**config.mk**
```make
export PLATFORM = sky130hd
export DESIGN_NAME = shcg_gen
export DESIGN_NICKNAME = d
export VERILOG_FILES = /design/src/hw/shcg_pkg.sv /design/src/hw/shcg_par_lfsr.sv /design/src/hw/shcg_gen.sv
export SDC_FILE = /design/constraint.sdc
export NUM_CORES = 1
export LEC_CHECK = 0
export ABC_CLOCK_PERIOD_IN_PS = 11600
export BUFFER_PORTS_ARGS = -buffer_cell sky130_fd_sc_hd__buf_4
export CELL_PAD_IN_SITES_DETAIL_PLACEMENT = 0
export CELL_PAD_IN_SITES_GLOBAL_PLACEMENT = 2
export CORE_UTILIZATION = 43
export DETAILED_ROUTE_END_ITERATION = 8
export GPL_TIMING_DRIVEN = 0
export PLACE_DENSITY_LB_ADDON = 0.15
export SYNTH_ARGS = -nofsm -noshare
export SYNTH_HDL_FRONTEND = slang
export SYNTH_SLANG_ARGS = --single-unit
```
**constraint.sdc**
```tcl
create_clock -name i_mclk -period 11.6 [get_ports i_mclk]
set_input_delay 1.16 -clock i_mclk [delete_from_list [all_inputs] [get_ports i_mclk]]
set_output_delay 1.16 -clock i_mclk [all_outputs]
set_load 0.01 [all_outputs]
```
**src/hw/shcg_pkg.sv**
```systemverilog
// constants shared by the sync header parity generator
package shcg_pkg;
    // block and multiblock geometry
    localparam int unsigned BLK_BITS    = 64;
    localparam int unsigned MB_BLOCKS   = 32;
    localparam int unsigned CNT_W       = 5;
    localparam logic [4:0]  LAST_BLOCK  = 5'h1F;
    localparam logic [4:0]  FIRST_BLOCK = 5'h00;
    localparam int unsigned EMB_W       = 8;
    localparam logic [7:0]  EMB_DEFAULT = 8'h01;

    // parity generators
    localparam int unsigned CRC_W    = 12;
    // feedback taps below x^12: x^9+x^8+x^3+x^2+x+1; the short form 0x987
    // keeps x^12 and drops the constant term, so it cannot feed the taps
    localparam logic [11:0] CRC_POLY = 12'h30F;
    localparam int unsigned FEC_W    = 26;
    localparam logic [25:0] FEC_POLY = 26'h0220211;

    // mode selection codes
    localparam logic [1:0] MODE_CRC12 = 2'h0;
    localparam logic [1:0] MODE_CRC3  = 2'h1;
    localparam logic [1:0] MODE_FEC   = 2'h2;

    // stream layout
    localparam int unsigned STREAM_W    = 32;
    localparam int unsigned PILOT_LSB   = 27;
    localparam logic [4:0]  PILOT_VALUE = 5'h10;
    localparam int unsigned EXT_MULTIBLOCK_END_FLAG_BIT   = 22;
    localparam int unsigned CRC_GROUPS  = 4;
    localparam int unsigned CRC_GRP_W   = 3;
    localparam int unsigned FEC_HI_BITS = 22;
    localparam int unsigned FEC_LO_LSB  = 23;
    localparam int unsigned FEC_LO_BITS = 4;

    // sync header pair, element [1] goes on the line first
    localparam logic [1:0] SH_ONE  = 2'h1;
    localparam logic [1:0] SH_ZERO = 2'h2;
endpackage

```
**src/hw/shcg_par_lfsr.sv**
```systemverilog
// serial-equivalent parity shift register, one data word per step
`timescale 1ns/100ps
`default_nettype none
module shcg_par_lfsr #(
    parameter int unsigned W    = 12,
    parameter logic [W-1:0] POLY = 12'h30F,
    parameter int unsigned DW   = 64
) (
    input  wire logic          i_mclk,
    input  wire logic          i_rst_n,
    input  wire logic          i_step,
    input  wire logic          i_restart,
    input  wire logic [DW-1:0] i_data,
    output logic      [W-1:0]  o_par_next
);
    logic [W-1:0] state_reg;
    logic [W-1:0] seed;

    // msb of the word is the first bit on the line
    function automatic logic [W-1:0] shcg_step(input logic [W-1:0] s_in,
                                               input logic [DW-1:0] d);
        logic [W-1:0] s;
        logic         fb;
        s = s_in;
        for (int i = DW - 1; i >= 0; i--) begin
            fb = d[i] ^ s[W-1];
            s  = {s[W-2:0], 1'b0};
            if (fb) begin
                s = s ^ POLY;
            end
        end
        return s;
    endfunction

    // first block of a multiblock starts from an all-zero register
    assign seed       = i_restart ? '0 : state_reg;
    assign o_par_next = shcg_step(seed, i_data);

    always_ff @(posedge i_mclk or negedge i_rst_n) begin
        if (!i_rst_n) begin
            state_reg <= '0;
        end else if (i_step) begin
            state_reg <= o_par_next;
        end
    end
endmodule
`default_nettype wire

```
**src/hw/shcg_gen.sv**
```systemverilog
// transmit sync header stream generator with crc-12 and fec parity
`timescale 1ns/100ps
`default_nettype none
module shcg_gen #(
    parameter int unsigned EMB_W = shcg_pkg::EMB_W
) (
    input  wire logic                          i_mclk,
    input  wire logic                          i_rst_n,
    input  wire logic [1:0]                    i_sync_header_mode_sel,
    input  wire logic [EMB_W-1:0]              i_emb_len,
    input  wire logic                          i_mb_restart,
    input  wire logic                          i_blk_valid,
    input  wire logic [shcg_pkg::BLK_BITS-1:0] i_blk_data,
    output logic                               o_blk_valid,
    output logic [shcg_pkg::BLK_BITS-1:0]      o_blk_data,
    output logic [1:0]                         o_sync_header,
    output logic                               o_mb_first,
    output logic                               o_ext_multiblock_end_flag,
    output logic [shcg_pkg::STREAM_W-1:0]      o_stream_word,
    output logic                               o_mode_invalid
);
    logic [shcg_pkg::CNT_W-1:0]    cnt_reg;
    logic [shcg_pkg::CNT_W-1:0]    cur_cnt;
    logic [EMB_W-1:0]              emb_cnt_reg;
    logic [EMB_W-1:0]              cur_emb;
    logic [EMB_W-1:0]              emb_last_idx;
    logic                          ext_multiblock_end_flag;
    logic                          mb_start;
    logic                          mb_end;
    logic                          mode_fec_reg;
    logic [shcg_pkg::CRC_W-1:0]    crc_next;
    logic [shcg_pkg::FEC_W-1:0]    fec_next;
    logic [shcg_pkg::CRC_W-1:0]    crc_hold_reg;
    logic [shcg_pkg::FEC_W-1:0]    fec_hold_reg;
    logic [shcg_pkg::STREAM_W-1:0] stream;
    logic                          stream_bit;
    logic                          sel_fec;

    // a restart pulse makes the block of this cycle block 0 of a new extended multiblock
    assign cur_cnt  = i_mb_restart ? shcg_pkg::FIRST_BLOCK : cnt_reg;
    assign cur_emb  = i_mb_restart ? '0 : emb_cnt_reg;
    assign mb_start = i_blk_valid && (cur_cnt == shcg_pkg::FIRST_BLOCK);
    assign mb_end   = i_blk_valid && (cur_cnt == shcg_pkg::LAST_BLOCK);

    // length zero is taken as one multiblock per extended multiblock
    assign emb_last_idx = (i_emb_len == '0) ? '0 : EMB_W'(i_emb_len - 1'b1);
    assign ext_multiblock_end_flag        = (cur_emb == emb_last_idx);

    // crc-3 and the unused code fall back to crc-12, flagged to software
    assign sel_fec = (i_sync_header_mode_sel == shcg_pkg::MODE_FEC);

    // crc-12 generator over the scrambled payload only
    shcg_par_lfsr #(
        .W    (shcg_pkg::CRC_W),
        .POLY (shcg_pkg::CRC_POLY),
        .DW   (shcg_pkg::BLK_BITS)
    ) u_crc (
        .i_mclk     (i_mclk),
        .i_rst_n    (i_rst_n),
        .i_step     (i_blk_valid),
        .i_restart  (mb_start),
        .i_data     (i_blk_data),
        .o_par_next (crc_next)
    );

    // fire code generator, same framing
    shcg_par_lfsr #(
        .W    (shcg_pkg::FEC_W),
        .POLY (shcg_pkg::FEC_POLY),
        .DW   (shcg_pkg::BLK_BITS)
    ) u_fec (
        .i_mclk     (i_mclk),
        .i_rst_n    (i_rst_n),
        .i_step     (i_blk_valid),
        .i_restart  (mb_start),
        .i_data     (i_blk_data),
        .o_par_next (fec_next)
    );

    // stream word for the multiblock in flight
    function automatic logic [shcg_pkg::STREAM_W-1:0] shcg_build(
        input logic                       fec,
        input logic [shcg_pkg::CRC_W-1:0] crc,
        input logic [shcg_pkg::FEC_W-1:0] par,
        input logic                       eo);
        logic [shcg_pkg::STREAM_W-1:0] s;
        s = '0;
        if (fec) begin
            for (int i = 0; i < shcg_pkg::FEC_HI_BITS; i++) begin
                s[i] = par[shcg_pkg::FEC_W - 1 - i];
            end
            for (int j = 0; j < shcg_pkg::FEC_LO_BITS; j++) begin
                s[shcg_pkg::FEC_LO_LSB + j] = par[shcg_pkg::FEC_LO_BITS - 1 - j];
            end
        end else begin
            // every fourth bit is a one so the pilot cannot form early
            for (int g = 0; g < shcg_pkg::CRC_GROUPS; g++) begin
                for (int j = 0; j < shcg_pkg::CRC_GRP_W; j++) begin
                    s[4*g + j] = crc[shcg_pkg::CRC_W - 1 - 3*g - j];
                end
                s[4*g + 3] = 1'b1;
            end
            s[19] = 1'b1;
            s[21] = 1'b1;
            s[23] = 1'b1;
            // command positions 16,17,18,20,24,25,26 stay zero
        end
        s[shcg_pkg::EXT_MULTIBLOCK_END_FLAG_BIT] = eo;
        s[shcg_pkg::STREAM_W-1 -: 5] = shcg_pkg::PILOT_VALUE;
        return s;
    endfunction

    // mode and parity are frozen per multiblock, so a mode change mid-way
    // cannot mix two layouts inside one stream word
    assign stream     = shcg_build(mode_fec_reg, crc_hold_reg, fec_hold_reg, ext_multiblock_end_flag);
    assign stream_bit = stream[cur_cnt];

    // block and extended multiblock counters
    always_ff @(posedge i_mclk or negedge i_rst_n) begin
        if (!i_rst_n) begin
            cnt_reg <= shcg_pkg::FIRST_BLOCK;
        end else if (i_blk_valid) begin
            cnt_reg <= shcg_pkg::CNT_W'(cur_cnt + 1'b1);
        end else if (i_mb_restart) begin
            cnt_reg <= shcg_pkg::FIRST_BLOCK;
        end
    end

    always_ff @(posedge i_mclk or negedge i_rst_n) begin
        if (!i_rst_n) begin
            emb_cnt_reg <= '0;
        end else if (mb_end) begin
            emb_cnt_reg <= ext_multiblock_end_flag ? '0 : EMB_W'(cur_emb + 1'b1);
        end else if (i_mb_restart) begin
            emb_cnt_reg <= '0;
        end
    end

    // parity of the finished multiblock rides in the next one
    always_ff @(posedge i_mclk or negedge i_rst_n) begin
        if (!i_rst_n) begin
            crc_hold_reg <= '0;
            fec_hold_reg <= '0;
            mode_fec_reg <= 1'b0;
        end else if (mb_end) begin
            crc_hold_reg <= crc_next;
            fec_hold_reg <= fec_next;
            mode_fec_reg <= sel_fec;
        end
    end

    // outgoing block with its sync header
    always_ff @(posedge i_mclk or negedge i_rst_n) begin
        if (!i_rst_n) begin
            o_blk_valid   <= 1'b0;
            o_blk_data    <= '0;
            o_sync_header <= shcg_pkg::SH_ZERO;
            o_mb_first    <= 1'b0;
        end else begin
            o_blk_valid <= i_blk_valid;
            o_mb_first  <= mb_start;
            if (i_blk_valid) begin
                o_blk_data    <= i_blk_data;
                o_sync_header <= stream_bit ? shcg_pkg::SH_ONE : shcg_pkg::SH_ZERO;
            end
        end
    end

    // status copy of the stream word, caught on block 0
    always_ff @(posedge i_mclk or negedge i_rst_n) begin
        if (!i_rst_n) begin
            o_stream_word             <= '0;
            o_ext_multiblock_end_flag <= 1'b0;
        end else if (mb_start) begin
            o_stream_word             <= stream;
            o_ext_multiblock_end_flag <= ext_multiblock_end_flag;
        end
    end

    always_ff @(posedge i_mclk or negedge i_rst_n) begin
        if (!i_rst_n) begin
            o_mode_invalid <= 1'b0;
        end else begin
            o_mode_invalid <= (i_sync_header_mode_sel != shcg_pkg::MODE_CRC12)
                              && !sel_fec;
        end
    end

    // bit-reversed views of the fec fields for the layout check
    logic [shcg_pkg::FEC_HI_BITS-1:0] fec_hi_seen;
    logic [shcg_pkg::FEC_LO_BITS-1:0] fec_lo_seen;
    assign fec_hi_seen = {<<{stream[21:0]}};
    assign fec_lo_seen = {<<{stream[26:23]}};
endmodule
`default_nettype wire

```
==> results.sh <==
export IMPL_status="completed"
export IMPL_viasPerCell=5.00
export IMPL_post_cts_buffers=0
export IMPL_synthFlopType="dfrtp_1"
export IMPL_netlist_top_cells_area="dfrtp_1, xnor2_1, xnor3_1"
export IMPL_drive_above_1_share_pct=22.6
export IMPL_critPathMaxStageDelay_ns=0.69
export IMPL_globalRouteTotalUtil_pct=24.7
export IMPL_timing_critical_path_arrival_ns=8.02
export IMPL_grt_max_degree=107
export IMPL_rrSetupSlack_ns=4.59
export IMPL_clkLatencyLatePin_ns=0.46
export IMPL_antenna_cells=0
export IMPL_top_register="o_blk_data"
export IMPL_slew_headroom_pct=33.9
export IMPL_overflow=0
export IMPL_period_needed_ns=7.67
export IMPL_core_sq_um=33900
export IMPL_dr_pass1_iters=5
export IMPL_antenna_found_initial=0
export IMPL_hold_viol_final=0
export IMPL_maxCapViolCount=0
export IMPL_synth_edff_count=0
export IMPL_crit_path_frequent_cell="xnor3_1"
export IMPL_cts_tree="done"
export IMPL_synth_top_cell_by_area="dfrtp_1"
export IMPL_root_buffer="clkbuf_16"
export IMPL_setup_tns_ns=0
export IMPL_skew_ns=0.0115
export IMPL_chipHeight_um=188
export IMPL_die_w_um=188
export IMPL_syn_to_final_growth_pct=16.1
export IMPL_worst_hold_startpoint="o_stream_word[17]"
export IMPL_ctsLongestPathBuffers=2
export IMPL_async_flop_share_pct=100
export IMPL_syn_area_sq_um=14900
export IMPL_synth_seq_cells=187
export IMPL_ys_top_cells_by_count="xnor2_1, dfrtp_1, nand2_1"
export IMPL_cts_resized_gates=0
export IMPL_initial_core_util_pct=44.1
export IMPL_synthCells=1341
export IMPL_die_area_sq_um=35500
export IMPL_rr_startpoint="cnt_reg[1]"
export IMPL_drv_slew=0
export IMPL_drt_iter0_drc=531
export IMPL_yosysSeqAreaShare_pct=31.3
export IMPL_finalSetupViolations=0
export IMPL_worst_pin_slew_ns=0.992
export IMPL_timing_final_crit_share_pct=66.1
export IMPL_hold_path_depth=2
export IMPL_r2r_end="crc_hold_reg[7]"
export IMPL_crit_chain="buf_4 -> inv_1 -> nand2_1 -> ha_1 -> and3_1 -> a311oi_1 -> xnor2_1 -> xor3_2 -> xnor3_1 -> xnor3_2 -> xor3_2 -> xnor3_2 -> xnor3_1 -> xnor3_1 -> xnor3_2 -> xor2_2 -> xnor3_1 -> mux2_2"
export IMPL_htree_levels=4
export IMPL_dp_hpwl_mm=34.2
export IMPL_synth_avg_cell_area_sq_um=11.1
export IMPL_cts_sinks=187
export IMPL_yosys_warnings=0
export IMPL_antenna_left=0
export IMPL_largest_reg_flops=64
export IMPL_grt_pass1_vias=10400
export IMPL_synth_top_cell_area_share_pct=31.1
export IMPL_worst_ep_required_time_ns=11.95
export IMPL_cp_start_kind="input pin"
export IMPL_crit_path_top_delay_cell="a311oi_1"
export IMPL_critical_path_class="in -> reg"
export IMPL_ys_types=52
export IMPL_clk_pin_slew_worst_paths_ns=0.08
export IMPL_fill_cells=3193
export IMPL_min_to="o_stream_word[17]"
export IMPL_endpoint_kind="flop"
export IMPL_drcViolationCount=0
export IMPL_drt_wirelength_per_cell_um=21.2
export IMPL_nets=1607
export IMPL_vias=9917
export IMPL_cts_buffers=17
export IMPL_synth_most_common_cell="xnor2_1"
export IMPL_globalplace_congestion=0.885
export IMPL_worstHoldPathType="reg -> reg"
export IMPL_worstRegToRegCells=16
export IMPL_grt_pass1_wl_mm=64.9
export IMPL_critical_path_max_fanout=9
export IMPL_largestRegisters="o_blk_data x64, o_stream_word x28"
export IMPL_ioPinCount=180
export IMPL_max_freq_ghz=0.130
export IMPL_rsz0062_at_grt="no"
export IMPL_row_count=67
export IMPL_postRouteWirelength_mm=42.2
export IMPL_ctsHoldBuffers=0
export IMPL_portBuffers=160
[how the worst max path moves through the flow]
stage	from	to	slack, ns	cells past startpoint
6_report	i_mb_restart	crc_hold_reg[7]	3.93	18
3_5_place_dp	i_mb_restart	u_crc.state_reg[7]	3.54	19
2_1_floorplan	i_mb_restart	crc_hold_reg[7]	4.90	18
3_3_place_gp	i_mb_restart	crc_hold_reg[7]	3.61	18
4_1_cts	i_mb_restart	crc_hold_reg[7]	4.04	19
5_1_grt	i_mb_restart	crc_hold_reg[7]	3.70	19
[layer usage]
metal / global-route usage, % / vias up / wire length (um)
met2: 43.2 / 204 / 21200
met4: 5.58 / 0 / 564
met1: 32.5 / 4932 / 19000
li1: - / 4753 / -
met5: 0 / - / 0
met3: 3.22 / 28 / 1390
[cells by family after synthesis]
logic type | count (synthesis) | share of synthesized area (%)
other | 1 | 0.0251
multiplexers | 116 | 9.07
buffers and inverters | 83 | 2.54
adder cells (fa/ha/maj) | 5 | 0.418
AND/OR/NAND/NOR | 247 | 7.16
AO/OA/AOI/OAI | 100 | 3.58
XOR/XNOR | 602 | 45.9
flip-flops | 187 | 31.3
[layout make-up]
type	count	area (sq um)	area share (%)
clock buffer	17	425	2.45
timing repair buffer	161	1240	7.12
sequential	187	4680	27.0
tap	448	561	3.23
multi-input combinational	1074	9900	57.0
clock inverter	15	179	1.03
inverter	15	56.3	0.324
buffer	68	324	1.87
[cell usage in the layout (no fill, tap or decap), drive strengths merged, types with 2 or more instances in the layout]
master	instances
clkbuf	62
nand4	3
nand3	14
and3	4
buf	184
o211ai	2
a31oi	7
nor3	7
mux2	96
mux4	6
conb	4
xor3	14
xor2	126
clkinvlp	2
nand2b	8
xnor2	371
inv	20
o22ai	3
nor2b	16
dfrtp	186
nor4	2
nor2	47
nand2	140
o21ai	57
mux2i	14
ha	5
clkinv	7
a21oi	27
xnor3	91
[worst max-delay path, delay by kind of cell]
family,cells,cell delay (ns)
buffers and inverters,2,0.34
muxes,1,0.30
xor gates and xnor gates,11,4.67
and+or+nand+nor,2,0.49
AOI/OAI and AO/OA,1,0.69
adders and majority gates,1,0.35
[per-stage QoR]
| step | area [sq um] | std cells | util, % | setup slack [ns] | hold slack [ns] |
|---|---|---|---|---|---|
| after floorplan | 15000 | 1344 | - | 4.90 | 0.441 |
| after global placement | 16700 | 1952 | 49.4 | 3.61 | 0.452 |
| after detailed placement | 16800 | 1953 | 49.5 | 3.54 | 0.459 |
| after CTS | 17400 | 1985 | 51.3 | 4.04 | 0.477 |
| after global routing | 17400 | 1985 | 51.3 | 3.70 | 0.513 |
| final | 17400 | 1985 | 51.3 | 3.93 | 0.469 |
Power is not shown: default switching activity piles up to over one toggle a cycle in this logic, so the estimate is an artifact.
